`src/design/spindle_pkg.sv`:
```
// shared constants and carrier types for the spindle command logic
package spindle_pkg;
    localparam int SPEED_W     = 16;
    localparam int POS_W       = 12;
    localparam int RATIO_W     = 7;
    localparam int PARAM_W     = 16;
    localparam int CFG_W       = 8;
    localparam int COIL_EN_BIT = 2;
    localparam int COIL_CYC_W  = 8;
    // coil changeover settle time and its cycle count at 25 MHz
    localparam int COIL_TIME_US   = 2;
    localparam int CLK_MHZ        = 25;
    localparam int COIL_CYC       = COIL_TIME_US * CLK_MHZ;
    localparam logic [RATIO_W-1:0] RATIO_FULL = 7'h64;
    localparam logic [SPEED_W-1:0] SPEED_ZERO = 16'h0000;
    localparam logic [POS_W-1:0]   POS_ZERO   = 12'h000;
    localparam logic [POS_W-1:0]   POS_TOL    = 12'h004;

    typedef enum logic [1:0] {DIR_STOP, DIR_FWD, DIR_REV} dir_t;

    // requests from the sequence program
    typedef struct packed {
        logic forward_run_request;
        logic reverse_run_request;
        logic orient_request;
        logic forward_index_request;
        logic reverse_index_request;
        logic torque_select_low;
        logic torque_select_high;
        logic low_coil_request;
    } req_t;

    // configuration values
    typedef struct packed {
        logic [RATIO_W-1:0] torque_ratio_first;
        logic [RATIO_W-1:0] torque_ratio_second;
        logic [RATIO_W-1:0] torque_ratio_third;
        logic [CFG_W-1:0]   coil_change_enable_cfg;
        logic [POS_W-1:0]   orient_shift;
        logic               orient_dir_rev;
        logic [PARAM_W-1:0] normal_param_set_first;
        logic [PARAM_W-1:0] alt_param_set_first;
    } cfg_t;

    // commands to the serially linked drive
    typedef struct packed {
        dir_t               dir;
        logic [SPEED_W-1:0] speed;
        logic               current_on;
        logic               servo_lock;
        logic               position_mode;
        logic [POS_W-1:0]   target;
        logic [RATIO_W-1:0] torque_ratio;
        logic               coil_switch;
        logic [PARAM_W-1:0] param_word;
    } cmd_t;
endpackage

```
`src/design/spindle_coil_change.sv`:
```
// low-speed coil changeover sequencer
`timescale 1ns/1ps
module spindle_coil_change
    import spindle_pkg::*;
(
    input  wire logic mclk,
    input  wire logic reset,
    input  wire logic enable,
    input  wire logic request,
    output logic      coil_switch,
    output logic      coil_active
);
    logic [COIL_CYC_W-1:0] cnt_r;
    logic [COIL_CYC_W-1:0] cnt_nxt;
    logic                  sw_r;
    logic                  act_r;
    logic                  want;

    assign want        = enable & request;
    assign coil_switch = sw_r;
    assign coil_active = act_r;
    // count settles after each change of the coil target
    assign cnt_nxt = (want != sw_r) ? '0
                   : (cnt_r == COIL_CYC_W'(COIL_CYC)) ? cnt_r
                   : cnt_r + 1'b1;

    // switch coils, flag once the settle count is reached
    always_ff @(posedge mclk) begin
        if (reset) begin
            cnt_r <= '0;
            sw_r  <= 1'b0;
            act_r <= 1'b0;
        end else begin
            sw_r  <= want;
            cnt_r <= cnt_nxt;
            act_r <= sw_r & want
                   & (cnt_r == COIL_CYC_W'(COIL_CYC));
        end
    end

    coil_flag_a: assert property (@(posedge mclk) disable iff (reset)
        coil_active |-> coil_switch)
        else $error("coil flag without coil switched");
endmodule

```
`src/design/spindle_control.sv`:
```
// spindle run, orient, index and coil command logic
`timescale 1ns/1ps
// Summary of operation
// - reverse request alone runs the motor reverse at commanded speed.
// - dropping the run request decelerates to stop then cuts current.
// - both run requests stop; both must drop before a single restart.
// - after halt, wait servo ready and a low-then-high run request.
// - zero speed keeps motor still; speed changes followed at once.
// - orientation request overrides both run requests.
// - select bits 01, 10, 11 choose first, second, third torque ratio.
// - torque select acts only with the serial drive attached.
// - each fresh index request while orienting makes a new move; code makes none when the index target lies within the position band.
// - early index: finish orientation, then index unless within the position band.
// - index position word latched on index request rising edge.
// - index drop holds stop; mid-move drop still finishes the move.
// - in-position may stay set when target lies within the band.
// - orientation drop releases servo lock; motor coasts.
// - reverse index behaves as forward index in opposite direction.
// - orientation positions at set point, then flags in-position.
// - servo lock held while orientation request stays asserted.
// - encoder stop point is marker plus shift plus multi-point data.
// - enabled coil select switches coils, then flags coil active.
// - coil active selects the alternate parameter set.
module spindle_control
    import spindle_pkg::*;
(
    input  wire logic               mclk,
    input  wire logic               reset,
    input  wire spindle_pkg::req_t  req,
    input  wire spindle_pkg::cfg_t  cfg,
    input  wire logic [15:0]        speed_command,
    input  wire logic [11:0]        index_position_word,
    input  wire logic [11:0]        multi_point_data,
    input  wire logic [11:0]        spindle_position,
    input  wire logic               motor_stopped,
    input  wire logic               servo_ready_flag,
    input  wire logic               run_halt,
    input  wire logic               serial_attached,
    output spindle_pkg::cmd_t       cmd,
    output logic                    in_position_flag,
    output logic                    low_coil_active
);
    typedef enum logic [2:0] {
        S_IDLE, S_RUN, S_DECEL, S_BLOCK, S_ORIENT, S_HOLD, S_INDEX
    } state_t;

    state_t             state_r;
    state_t             state_nxt;
    dir_t               dir_r;
    dir_t               dir_nxt;
    logic [POS_W-1:0]   target_r;
    logic [POS_W-1:0]   target_nxt;
    logic [POS_W-1:0]   index_latch_r;
    logic               index_pend_r;
    logic               index_rev_r;
    logic               fwd_idx_d_r;
    logic               rev_idx_d_r;
    logic               run_seen_low_r;
    logic               inpos_r;
    cmd_t               cmd_r;

    // decoded request conditions
    logic fwd_only;
    logic rev_only;
    logic run_conflict;
    logic run_any;
    logic orient;
    logic fwd_idx_rise;
    logic rev_idx_rise;
    logic idx_rise;
    logic [POS_W-1:0] set_point;
    logic [POS_W-1:0] pos_err;
    logic [POS_W-1:0] tgt_err;
    logic at_target;
    logic near_target;
    logic coil_sw;
    logic coil_en;
    logic [RATIO_W-1:0] ratio_sel;
    logic [1:0]         tsel;

    assign fwd_only     = req.forward_run_request & ~req.reverse_run_request;
    assign rev_only     = req.reverse_run_request & ~req.forward_run_request;
    assign run_conflict = req.forward_run_request & req.reverse_run_request;
    assign run_any      = req.forward_run_request | req.reverse_run_request;
    assign orient       = req.orient_request;
    assign fwd_idx_rise = req.forward_index_request & ~fwd_idx_d_r;
    assign rev_idx_rise = req.reverse_index_request & ~rev_idx_d_r;
    assign idx_rise     = fwd_idx_rise | rev_idx_rise;
    // encoder stop point: marker zero plus shift plus multi-point data
    assign set_point = cfg.orient_shift + multi_point_data;
    assign pos_err   = spindle_position - target_r;
    assign tgt_err   = index_latch_r - target_r;
    assign at_target   = (pos_err == POS_ZERO);
    assign near_target = (tgt_err < POS_TOL) | (-tgt_err < POS_TOL);

    // torque ratio decode, only valid on a serially attached drive
    assign tsel = {req.torque_select_high, req.torque_select_low};
    assign ratio_sel = !serial_attached ? RATIO_FULL
                     : (tsel == 2'b01) ? cfg.torque_ratio_first
                     : (tsel == 2'b10) ? cfg.torque_ratio_second
                     : (tsel == 2'b11) ? cfg.torque_ratio_third
                     : RATIO_FULL;
    assign coil_en = cfg.coil_change_enable_cfg[COIL_EN_BIT];

    // next state of run, orient and index sequencing
    always_comb begin
        state_nxt  = state_r;
        dir_nxt    = dir_r;
        target_nxt = target_r;
        if (run_halt) begin
            state_nxt = S_BLOCK;
            dir_nxt   = DIR_STOP;
        end else if (orient) begin
            unique case (state_r)
                S_ORIENT: begin
                    if (at_target & motor_stopped) begin
                        state_nxt = S_HOLD;
                    end
                end
                S_HOLD: begin
                    if (index_pend_r & ~near_target) begin
                        state_nxt  = S_INDEX;
                        target_nxt = index_latch_r;
                        dir_nxt    = index_rev_r ? DIR_REV : DIR_FWD;
                    end else if (index_pend_r) begin
                        target_nxt = index_latch_r;
                    end
                end
                S_INDEX: begin
                    if (at_target & motor_stopped) begin
                        state_nxt = S_HOLD;
                    end
                end
                default: begin
                    state_nxt  = S_ORIENT;
                    target_nxt = set_point;
                    dir_nxt    = cfg.orient_dir_rev ? DIR_REV : DIR_FWD;
                end
            endcase
        end else begin
            unique case (state_r)
                S_IDLE: begin
                    if (fwd_only) begin
                        state_nxt = S_RUN;
                        dir_nxt   = DIR_FWD;
                    end else if (rev_only) begin
                        state_nxt = S_RUN;
                        dir_nxt   = DIR_REV;
                    end else if (run_conflict) begin
                        state_nxt = S_BLOCK;
                    end
                end
                S_RUN: begin
                    if (run_conflict) begin
                        state_nxt = S_BLOCK;
                        dir_nxt   = DIR_STOP;
                    end else if (!run_any) begin
                        state_nxt = S_DECEL;
                    end
                end
                S_DECEL: begin
                    if (motor_stopped) begin
                        state_nxt = S_IDLE;
                        dir_nxt   = DIR_STOP;
                    end
                end
                S_BLOCK: begin
                    if (servo_ready_flag & run_seen_low_r
                        & (fwd_only | rev_only)) begin
                        state_nxt = S_RUN;
                        dir_nxt   = fwd_only ? DIR_FWD : DIR_REV;
                    end
                end
                default: begin
                    state_nxt = S_IDLE;
                    dir_nxt   = DIR_STOP;
                end
            endcase
        end
    end

    // state registers and latched index position
    always_ff @(posedge mclk) begin
        if (reset) begin
            state_r        <= S_IDLE;
            dir_r          <= DIR_STOP;
            target_r       <= POS_ZERO;
            index_latch_r  <= POS_ZERO;
            index_pend_r   <= 1'b0;
            index_rev_r    <= 1'b0;
            fwd_idx_d_r    <= 1'b0;
            rev_idx_d_r    <= 1'b0;
            run_seen_low_r <= 1'b0;
        end else begin
            state_r     <= state_nxt;
            dir_r       <= dir_nxt;
            target_r    <= target_nxt;
            fwd_idx_d_r <= req.forward_index_request;
            rev_idx_d_r <= req.reverse_index_request;
            if (idx_rise & orient) begin
                index_latch_r <= index_position_word;
                index_rev_r   <= rev_idx_rise;
                index_pend_r  <= 1'b1;
            end else if (!orient | (state_r == S_HOLD)) begin
                index_pend_r  <= 1'b0;
            end
            // a fresh low only counts once the drive is ready again
            if (state_nxt != S_BLOCK | !servo_ready_flag) begin
                run_seen_low_r <= 1'b0;
            end else if (!run_any) begin
                run_seen_low_r <= 1'b1;
            end
        end
    end

    // drive command word and flags, all registered
    always_ff @(posedge mclk) begin
        if (reset) begin
            cmd_r   <= '0;
            inpos_r <= 1'b0;
        end else begin
            inpos_r <= (state_nxt == S_HOLD)
                     | ((state_nxt == S_INDEX) & inpos_r & near_target);
            cmd_r.dir           <= dir_nxt;
            cmd_r.speed         <= (state_nxt == S_RUN)
                                 ? speed_command : SPEED_ZERO;
            cmd_r.current_on    <= (state_nxt != S_IDLE)
                                 & (state_nxt != S_BLOCK);
            cmd_r.servo_lock    <= orient & (state_nxt == S_HOLD
                                 | state_nxt == S_INDEX);
            cmd_r.position_mode <= orient;
            cmd_r.target        <= target_nxt;
            cmd_r.torque_ratio  <= ratio_sel;
            cmd_r.coil_switch   <= coil_sw;
            cmd_r.param_word    <= low_coil_active
                                 ? cfg.alt_param_set_first
                                 : cfg.normal_param_set_first;
        end
    end

    assign cmd              = cmd_r;
    assign in_position_flag = inpos_r;

    spindle_coil_change u_coil (
        .mclk        (mclk),
        .reset       (reset),
        .enable      (coil_en),
        .request     (req.low_coil_request),
        .coil_switch (coil_sw),
        .coil_active (low_coil_active)
    );

    rev_run_a: assert property (@(posedge mclk) disable iff (reset)
        (state_r == S_IDLE) && rev_only && !orient && !run_halt
        |=> cmd.dir == DIR_REV && cmd.speed == $past(speed_command))
        else $error("reverse run not commanded");
    conflict_stop_a: assert property (@(posedge mclk) disable iff (reset)
        run_conflict && !orient |=> cmd.speed == SPEED_ZERO)
        else $error("conflicting run requests not stopped");
    halt_block_a: assert property (@(posedge mclk) disable iff (reset)
        run_halt && !orient |=> !cmd.current_on ##1 state_r != S_RUN
        || !run_halt)
        else $error("run resumed during halt");
    orient_prio_a: assert property (@(posedge mclk) disable iff (reset)
        orient && !run_halt |=> cmd.speed == SPEED_ZERO)
        else $error("run speed during orientation");
    torque_sel_a: assert property (@(posedge mclk) disable iff (reset)
        serial_attached && tsel == 2'b10
        |=> cmd.torque_ratio == $past(cfg.torque_ratio_second))
        else $error("wrong torque ratio selected");
    torque_off_a: assert property (@(posedge mclk) disable iff (reset)
        !serial_attached |=> cmd.torque_ratio == RATIO_FULL)
        else $error("torque select acted without link");
    latch_hold_a: assert property (@(posedge mclk) disable iff (reset)
        !idx_rise |=> $stable(index_latch_r))
        else $error("index latch changed without edge");
    lock_drop_a: assert property (@(posedge mclk) disable iff (reset)
        !orient |=> !cmd.servo_lock && !in_position_flag)
        else $error("servo lock kept after orient drop");
    param_set_a: assert property (@(posedge mclk) disable iff (reset)
        low_coil_active |=> cmd.param_word
        == $past(cfg.alt_param_set_first))
        else $error("alternate parameters not used");

    // halt gating and index start checks
    ready_gate_a: assert property (@(posedge mclk) disable iff (reset)
        state_r == S_BLOCK && !servo_ready_flag && !orient
        |=> !cmd.current_on)
        else $error("restart before servo ready");
    idx_move_a: assert property (@(posedge mclk) disable iff (reset)
        state_r == S_HOLD && orient && !run_halt && index_pend_r
        && !near_target |=> cmd.target == $past(index_latch_r)
        && cmd.dir == ($past(index_rev_r) ? DIR_REV : DIR_FWD))
        else $error("index move not started");
endmodule

```
`config.mk`:
```
export PLATFORM = sky130hd
export DESIGN_NAME = spindle_control
export DESIGN_NICKNAME = d
export VERILOG_FILES = /design/src/design/spindle_pkg.sv /design/src/design/spindle_coil_change.sv /design/src/design/spindle_control.sv
export SDC_FILE = /design/constraint.sdc
export NUM_CORES = 1
export LEC_CHECK = 0
export BUFFER_PORTS_ARGS = -buffer_cell sky130_fd_sc_hd__buf_2
export CORE_ASPECT_RATIO = 2
export CORE_MARGIN = 4
export CORE_UTILIZATION = 45
export CTS_CLUSTER_DIAMETER = 200
export CTS_CLUSTER_SIZE = 30
export DETAILED_ROUTE_END_ITERATION = 6
export PLACE_DENSITY = 0.84
export SYNTH_ARGS = -nofsm -noshare
export SYNTH_HDL_FRONTEND = slang
export SYNTH_HIERARCHICAL = 1
export SYNTH_SLANG_ARGS = --single-unit
```
`constraint.sdc`:
```
create_clock -name mclk -period 3.6 [get_ports mclk]
set_clock_uncertainty 0.15 [all_clocks]
set_input_delay 0.72 -clock mclk [delete_from_list [all_inputs] [get_ports mclk]]
set_output_delay 0.72 -clock mclk [all_outputs]
set_load 0.005 [all_outputs]
```
---- Word-level counts from Yosys, hierarchy flattened ----
Cells that the tools add are included.
word-level totals
  register bits after elaboration ......... 88
  input bits .............................. 140
  output and inout port bits .............. 59
  logic and storage cells ................. 135
cells by class
  equality and inequality tests ........... 22
  $add $sub $neg .......................... 5
  bitwise logic cells ..................... 34
  reductions and logical operators ........ 14
  mux-type cells .......................... 37
  $lt $le $gt $ge ......................... 2
operators by type and width
  kind                                                          number
  2-to-1 mux 12 bit                                             4
  2-to-1 mux 3 bit                                              11
  2-to-1 mux 7 bit                                              4
  less-than comparator 12 x 3 -> 1 bit (second input constant)  2
  one-hot mux 12 bit (2 select lines)                           1
  subtractor 12 bit                                             2
  2-to-1 mux 2 bit                                              10
  AND 1 bit                                                     17
  2-to-1 mux 16 bit                                             1
  equality test 3 bit (second input constant)                   5
  != test 3 bit (second input constant)                         5
  adder 12 bit                                                  1
  zero test 12 bit                                              1
  negator 12 bit                                                1
  one-hot mux 3 bit (4 select lines)                            1
  OR reduction 2 bit                                            6
  NOT 1 bit                                                     9
  adder 8 x 1 -> 8 bit (second input constant)                  1
  equality test 8 x 6 -> 1 bit (second input constant)          1
  bitwise OR 1 bit                                              8
  one-hot mux 2 bit (4 select lines)                            1
  equality test 3 x 1 -> 1 bit (second input constant)          2
  equality test 3 x 2 -> 1 bit (second input constant)          2
  one-hot mux 3 bit (2 select lines)                            1
  other kinds (14)                                              17

---- Longest topological paths before layout ----
Gate-level depths: netlist of the first run.
  depth after elaboration ................. 14
  gate-level depth with buffers ........... 14
  depth with buffers taken out ............ 13

---- Hierarchy ----
The synthesis of the first run kept the hierarchy.
modules (own cells, without submodules)
  module               instances  area an instance (µm²)  cells an instance  seq. area each (µm²)
  spindle_control      1          4788.3                  570                1561.5
  spindle_coil_change  1          470.5                   50                 200.2

---- Worst setup path after synthesis of the first run ----
No wires, ideal clock.
  path kind ............................... register -> register
  from .................................... register cmd[26] (netlist name)
  to ...................................... register cmd_r, in the netlist cmd[45]
  data arrival time ....................... 3.175 ns
  data required time ...................... 3.391 ns
  library setup time ...................... 0.059 ns
  path buffers ............................ 1
  path slack .............................. 0.216 ns
  cell stages (with the launch flop) ...... 14
  period minus slack after synthesis ...... 3.384 ns
  cell sequence ........................... dfxtp_1 > inv_1 > ha_1 > a21oi_1 > nand2_1 > a221oi_1 > xnor2_1 > or3b_1 > or4_1 > o21ai_2 > nor2_2 > nor4b_4 > buf_6 > and2_1
RTL lines
  item              line                   text
  end: declaration  spindle_control.sv:60  cmd_t cmd_r;

==> impl_metrics.json, run 1 <==
{
  "syn_nets": 802,
  "ctsRootBufferMaster": "clkbuf_16",
  "grt_overflow": 0,
  "cap_violations": 0,
  "rr_worst_depth": 13,
  "power_density_nw_per_um2": 400,
  "die_w_um": 84.4,
  "start_util_pct": 46.3,
  "synth_area_um2": 5260,
  "r2r-start": "cmd[26]",
  "setup_slack_ns": 0.0542,
  "ys_top_cells_by_area": "dfxtp_1 (33%), ha_1 (9.5%), mux2i_1 (7.0%)",
  "comb_power_share_pct": 30.2,
  "slew_violations": 0,
  "cts_buffers": 9,
  "cp_cell_sequence": "inv_2, ha_4, a21o_1, o211ai_1, and3_4, a311oi_4, or3b_1, or4_4, o21ai_4, nor2_4, nor4b_4, buf_4, and2_4",
  "cts.clk_slew.worst_paths_ns": 0.07,
  "clk_latency_ns": 0.34,
  "max-vdd-ir-drop_mv": 0.365,
  "status": "complete, no violations",
  "cp.arrival_ns": 3.69,
  "post-route-period-util_pct": 98.5,
  "ys.flop_type": "dfxtp_1",
  "setup_viol": 0,
  "cp-start-kind": "register",
  "syn2layout_area_growth_pct": 34.9,
  "ys_seq_elements": 88,
  "dpl_worst_slack_ns": -0.0723,
  "clkSinkCount": 88,
  "hpwl_um": 12300,
  "intPower_mw": 1.93,
  "cp-endpoint": "cmd[48]",
  "antennaDiodeCount": 0,
  "grt_usage_pct": 22.4,
  "grt_pass1_wl_um": 24600,
  "p_switching_uw": 912,
  "syn_area_per_cell_um2": 8.48,
  "critical_path_class": "reg2reg",
  "hold_buffers": 0,
  "vias": 5386,
  "synth_area_leader_cell": "dfxtp_1",
  "antenna_left": 0,
  "grt_max_degree": 33,
  "rows": 55,
  "worst_pin_slew_ns": 0.652,
  "instances_no_fill": 976,
  "ys_warn_count": 6,
  "routedWlPerCell_um": 16.5,
  "critPathSlowestCell": "or4_4",
  "drive_gt1_share_pct": 35.4,
  "htree_levels": 3,
  "place_inst": 955,
  "critical_path.startpoint": "cmd[26]",
  "antenna_found_initial": 0,
  "utilization_pct": 62.5,
  "hold_class": "reg2reg",
  "io_pins": 199,
  "ys_seq_area_share_pct": 33.5,
  "timing.rr.end": "cmd[48]",
  "core_area_um2": 11400,
  "port_buffers": 191,
  "p_seq_share_pct": 37.3,
  "cpPeakStageDelay_ns": 0.47,
  "gp_congestion": 0.889,
  "die_h_um": 161,
  "critPathRequiredTime_ns": 3.75,
  "first_iter_violations": 302,
  "reg2reg_setup_slack_ns": 0.05,
  "timing.fmax_ghz": 0.282,
  "holdWs_ns": 0.324,
  "yosysTopAreaCellShare_pct": 33.5,
  "die-area_um2": 13600,
  "dr.pass1.iters": 5,
  "leakagePower_nw": 3.35,
  "tritoncts": "built",
  "synth_edf_count": 0,
  "power_mw": 2.84,
  "drt_wl_total_um": 16100,
  "pwr-share-clk_pct": 32.5,
  "swShare_pct": 32.1,
  "layout.filler_cells": 967,
  "nNetsFinal": 1011,
  "cts_max_path_buffers": 2,
  "syn_inst": 620,
  "drc": 0,
  "fin_crit_ns": 3.55,
  "synth_cell_types": 67,
  "hold_viol_final": 0,
  "ys_async_sr_fraction_pct": 0,
  "grt_pass1_vias": 5450,
  "vias_per_cell": 5.52,
  "endpoint_kind": "register",
  "max_slew_margin_pct": 56.5,
  "worstPathMaxFanout": 8
}
==> per-layer routing <==
layer	track usage [%]	part of all wire, %
met1	20.9	35
met5	0	0
met2	43.3	55
met3	4.83	5.3
met4	12.8	5.0
==> critical path, delay by kind of cell, from the launching register on <==
kind | cells | cell delay, ns
flops | 1 | 0.34
fa+ha+maj | 1 | 0.26
simple gates | 6 | 1.60
compound gates | 4 | 0.89
buf+inv | 2 | 0.26
==> through the flow <==
stage | cell area, um^2 | setup TNS (ns)
after floorplan | 5260 | 0
final | 7090 | 0
after global placement | 6490 | -0.820
after detailed placement | 6490 | -0.906
after global routing | 7090 | -0.576
after CTS | 6840 | 0
==> registers in the layout, summed over array words and instances (netlist names) <==
register,count
u_coil/coil_switch,1
index_latch_r,12
fwd_idx_d_r,1
cmd,57
index_pend_r,1
u_coil/coil_active,1
u_coil/cnt_r,8
run_seen_low_r,1
state_r,3
rev_idx_d_r,1
in_position_flag,1
index_rev_r,1
==> worst min path at each step <==
stage                             startpoint  endpoint  slack, ns  depth (start not counted)
after floorplan           u_coil/coil_switch   cmd[16]       0.29                          1
after global placement    u_coil/coil_switch   cmd[16]       0.31                          1
after detailed placement  u_coil/coil_switch   cmd[16]       0.32                          1
after CTS                 u_coil/coil_switch   cmd[16]       0.33                          1
after global routing      u_coil/coil_switch   cmd[16]       0.34                          1
final                     u_coil/coil_switch   cmd[16]       0.32                          1
==> power by group through the flow <==
stage          clock (mW)  sequential, mW  combinational (mW)
2_1_floorplan           0            1.07               0.467
3_3_place_gp            0            1.08               0.718
3_5_place_dp            0            1.08               0.732
5_1_grt             0.986            1.07               0.935
6_report            0.924            1.06               0.856
4_1_cts             0.942            1.06               0.763
==> cells in the final DEF, fill, tap and decap left out, types with 9 or more instances in the layout <==
cell type,Yosys,routed
o21ai_0,26,25
nor3_1,15,14
dfxtp_1,88,83
nand2_1,36,35
mux2i_1,37,37
xor2_1,12,12
nor2_1,79,79
clkbuf_16,0,9
and2_1,20,19
nor2b_1,16,16
nand3_1,13,12
xnor2_1,10,9
a21oi_1,34,32
nand2b_1,11,11
inv_1,32,29
buf_2,1,191
buf_4,0,32
ha_1,40,33
==> logic make-up (layout without fill, tap and decap cells) <==
family / after synthesis / count (layout) / synth area share (%)
adder cells (fa/ha/maj): 42 / 42 / 10.3
AO/OA/AOI/OAI: 131 / 131 / 16.6
AND/OR/NAND/NOR: 238 / 238 / 23.6
multiplexers: 41 / 41 / 7.90
flip-flops: 88 / 88 / 33.5
buffers and inverters: 58 / 272 / 4.45
XOR/XNOR: 22 / 22 / 3.66
==> cell usage after synthesis (all sizes together) (6+ instances only) <==
library cell and number:
xnor2 10, nor3 15, a21oi 34, dfxtp 88
a21o 6, mux2i 37, a311oi 6, and2 20
nor2 80, nor3b 6, nand2 36, ha 40
nand3 13, nand2b 11, xor2 12, inv 32
nor2b 17, o211ai 8, and3 9, a22oi 6
or3 7, o21ai 28, clkbuf 21
==> layout make-up <==
class                   instances  area, um^2  area share, %
clock buffers                   9         225           3.18
clock inverters                 7        66.3          0.935
inverters                      32         120           1.69
multi-input cells             474        3530           49.7
flip-flops and latches         88        1770           25.0
well taps                     142         178           2.50
repair buffers                224        1210           17.0
==> timing repair <==
action	in CTS	in global routing
gates resized for setup	7	50
gates cloned	1	0
endpoints found under the setup margin	16	22
buffers inserted	1	4
pin swaps	3	10
Power figures use the tool's default switching activity.
==> run 2, diff against run 1 <==
Settings changed: SETUP_SLACK_MARGIN from default to 0.1.
==> run 2 against run 1 <==
  * Cell area is 0.62% higher
  * Sequential share of layout area is 0.14 points lower
  * Worst setup slack better by 0.039 ns
  * Worst hold slack better by 0.00084 ns
  * Non-clock buffer count is 6 higher
  * Via count is 0.30% higher
  * Register-to-register slack better by 0.04 ns
  * Largest cell class unchanged
==> impl_metrics.json, run 2 (same netlist as run 1, synthesis figures left out) <==
{
  "instances_no_fill": 982,
  "grt_max_degree": 33,
  "path_delay_family": "simple AND/OR/NAND/NOR gates",
  "die_h_um": 161,
  "max_slew_margin_pct": 56.2,
  "vias_per_cell": 5.50,
  "leakagePower_nw": 3.39,
  "routedWlPerCell_um": 16.2,
  "crit_buf_inv": 2,
  "grt_util_met2_pct": 43.8,
  "grt_overflow": 0,
  "gp_congestion": 0.889,
  "nNetsFinal": 1017,
  "start_util_pct": 46.3,
  "fin_crit_ns": 3.51,
  "grt_pass1_wl_um": 24800,
  "p_switching_uw": 900,
  "power_density_nw_per_um2": 396,
  "post-route-period-util_pct": 97.4,
  "timing.rr.end": "cmd[48]",
  "hold_viol_final": 0,
  "status": "complete, no violations",
  "hpwl_um": 12300,
  "final_cell_mix": "buf_2 (191), dfxtp_1 (82), nor2_1 (79), mux2i_1 (37)",
  "io_pins": 199,
  "utilization_pct": 62.9,
  "cp_cell_sequence": "inv_2, ha_4, and3b_2, o211ai_1, and3_4, a311oi_4, or3b_1, or4_4, o21ai_4, nor2_4, nor4b_4, buf_4, and2_4",
  "antennaDiodeCount": 0,
  "swShare_pct": 31.8,
  "tritoncts": "built",
  "htree_levels": 3,
  "worst_pin_slew_ns": 0.656,
  "setup_tns_ns": 0,
  "die-area_um2": 13600,
  "grtUsageMet1_pct": 21.3,
  "layout_commonest_cell": "buf_2",
  "hold_buffers": 0,
  "drt_wl_total_um": 15900,
  "ctsRootBufferMaster": "clkbuf_16",
  "worstPathMaxFanout": 8,
  "antenna_left": 0,
  "pwr-share-clk_pct": 32.6,
  "rr_worst_depth": 13,
  "use_met3_pct": 4.77,
  "max-vdd-ir-drop_mv": 0.366,
  "intPower_mw": 1.93,
  "reg2reg_setup_slack_ns": 0.09,
  "drive_gt1_share_pct": 36.3,
  "cts_max_path_buffers": 2,
  "cap_violations": 0,
  "cts_buffers": 9,
  "clk_latency_ns": 0.34,
  "syn2layout_area_growth_pct": 35.7,
  "r2r-start": "cmd[25]",
  "comb_power_share_pct": 29.9,
  "cp.arrival_ns": 3.65,
  "cts.clk_slew.worst_paths_ns": 0.07,
  "timing.fmax_ghz": 0.285,
  "core_area_um2": 11400,
  "setup_viol": 0,
  "antenna_found_initial": 0,
  "p_seq_share_pct": 37.4,
  "first_iter_violations": 415,
  "critPathRequiredTime_ns": 3.75,
  "dr.pass1.iters": 5,
  "rsz0062_at_grt": "true",
  "hold_path_depth": 1,
  "slew_violations": 0,
  "critPathSlowestCell": "or4_4",
  "port_buffers": 191,
  "cpPeakStageDelay_ns": 0.46,
  "clkSinkCount": 88,
  "endpoint_kind": "register",
  "grt_usage_pct": 22.6,
  "grt_pass1_vias": 5444,
  "die_w_um": 84.4,
  "holdPathEnd": "cmd[16]",
  "hold_class": "reg2reg",
  "vias": 5402,
  "critical_path_class": "reg2reg",
  "place_inst": 955,
  "drc": 0,
  "busiest_layer": "met2",
  "largest_reg_flops": 57,
  "rows": 55,
  "holdCritStartpoint": "u_coil/coil_switch",
  "cp-start-kind": "register"
}
-- run 2: cell count changes in the layout (fill, tap and decap cells not counted), moves of 3 or more --
cell and change:
buf_4 +3, buf_6 +3, and2_1 -6, and2_4 +6
-- run 2: final cells by class --
type / count / area [um^2]
clock buffers: 9 / 225
clock inverters: 7 / 66.3
repair buffers: 230 / 1260
fillers: 941 / 4220
multi-input cells: 474 / 3510
inverters: 32 / 120
well taps: 142 / 178
flip-flops and latches: 88 / 1770
-- run 2: per-layer routing --
layer	vias to the layer above	part of all wire, %	wire length [um]
met4	0	4.8	763
met2	222	55	8790
met5	-	0	0
li1	2640	-	-
met1	2486	35	5580
met3	54	5.1	806
-- run 2: stage by stage --
step | setup WS (ns) | area [um^2] | total power, mW | hold WS (ns)
floorplan | 0.216 | 5260 | 1.54 | 0.295
global placement | -0.0545 | 6490 | 1.79 | 0.311
detailed placement | -0.0723 | 6490 | 1.81 | 0.316
CTS | 0.101 | 6940 | 2.78 | 0.326
global route | -0.0795 | 7140 | 2.98 | 0.337
finish | 0.0937 | 7140 | 2.83 | 0.325
-- run 2: timing repair --
item                                    CTS  global route
pin swaps                                 8            18
buffers inserted                          5             5
resized for setup                        19            40
endpoints found under the setup margin   21            22
cloned                                    1             0
-- run 2: worst max-delay path by stage --
stage,start,end,slack (ns),cells past startpoint
2_1_floorplan,cmd[26],cmd[45],0.22,13
3_3_place_gp,spindle_position[1],cmd[44],-0.05,15
3_5_place_dp,spindle_position[1],cmd[47],-0.07,15
4_1_cts,index_latch_r[0],cmd[40],0.10,16
5_1_grt,index_latch_r[1],cmd[42],-0.08,13
6_report,cmd[25],cmd[48],0.09,13
-- run 2: power groups by stage --
stage	logic, mW	registers (mW)	clock network (mW)
6_report	0.847	1.06	0.923
5_1_grt	0.930	1.06	0.987
4_1_cts	0.783	1.06	0.942
3_5_place_dp	0.732	1.08	0
3_3_place_gp	0.718	1.08	0
2_1_floorplan	0.467	1.07	0
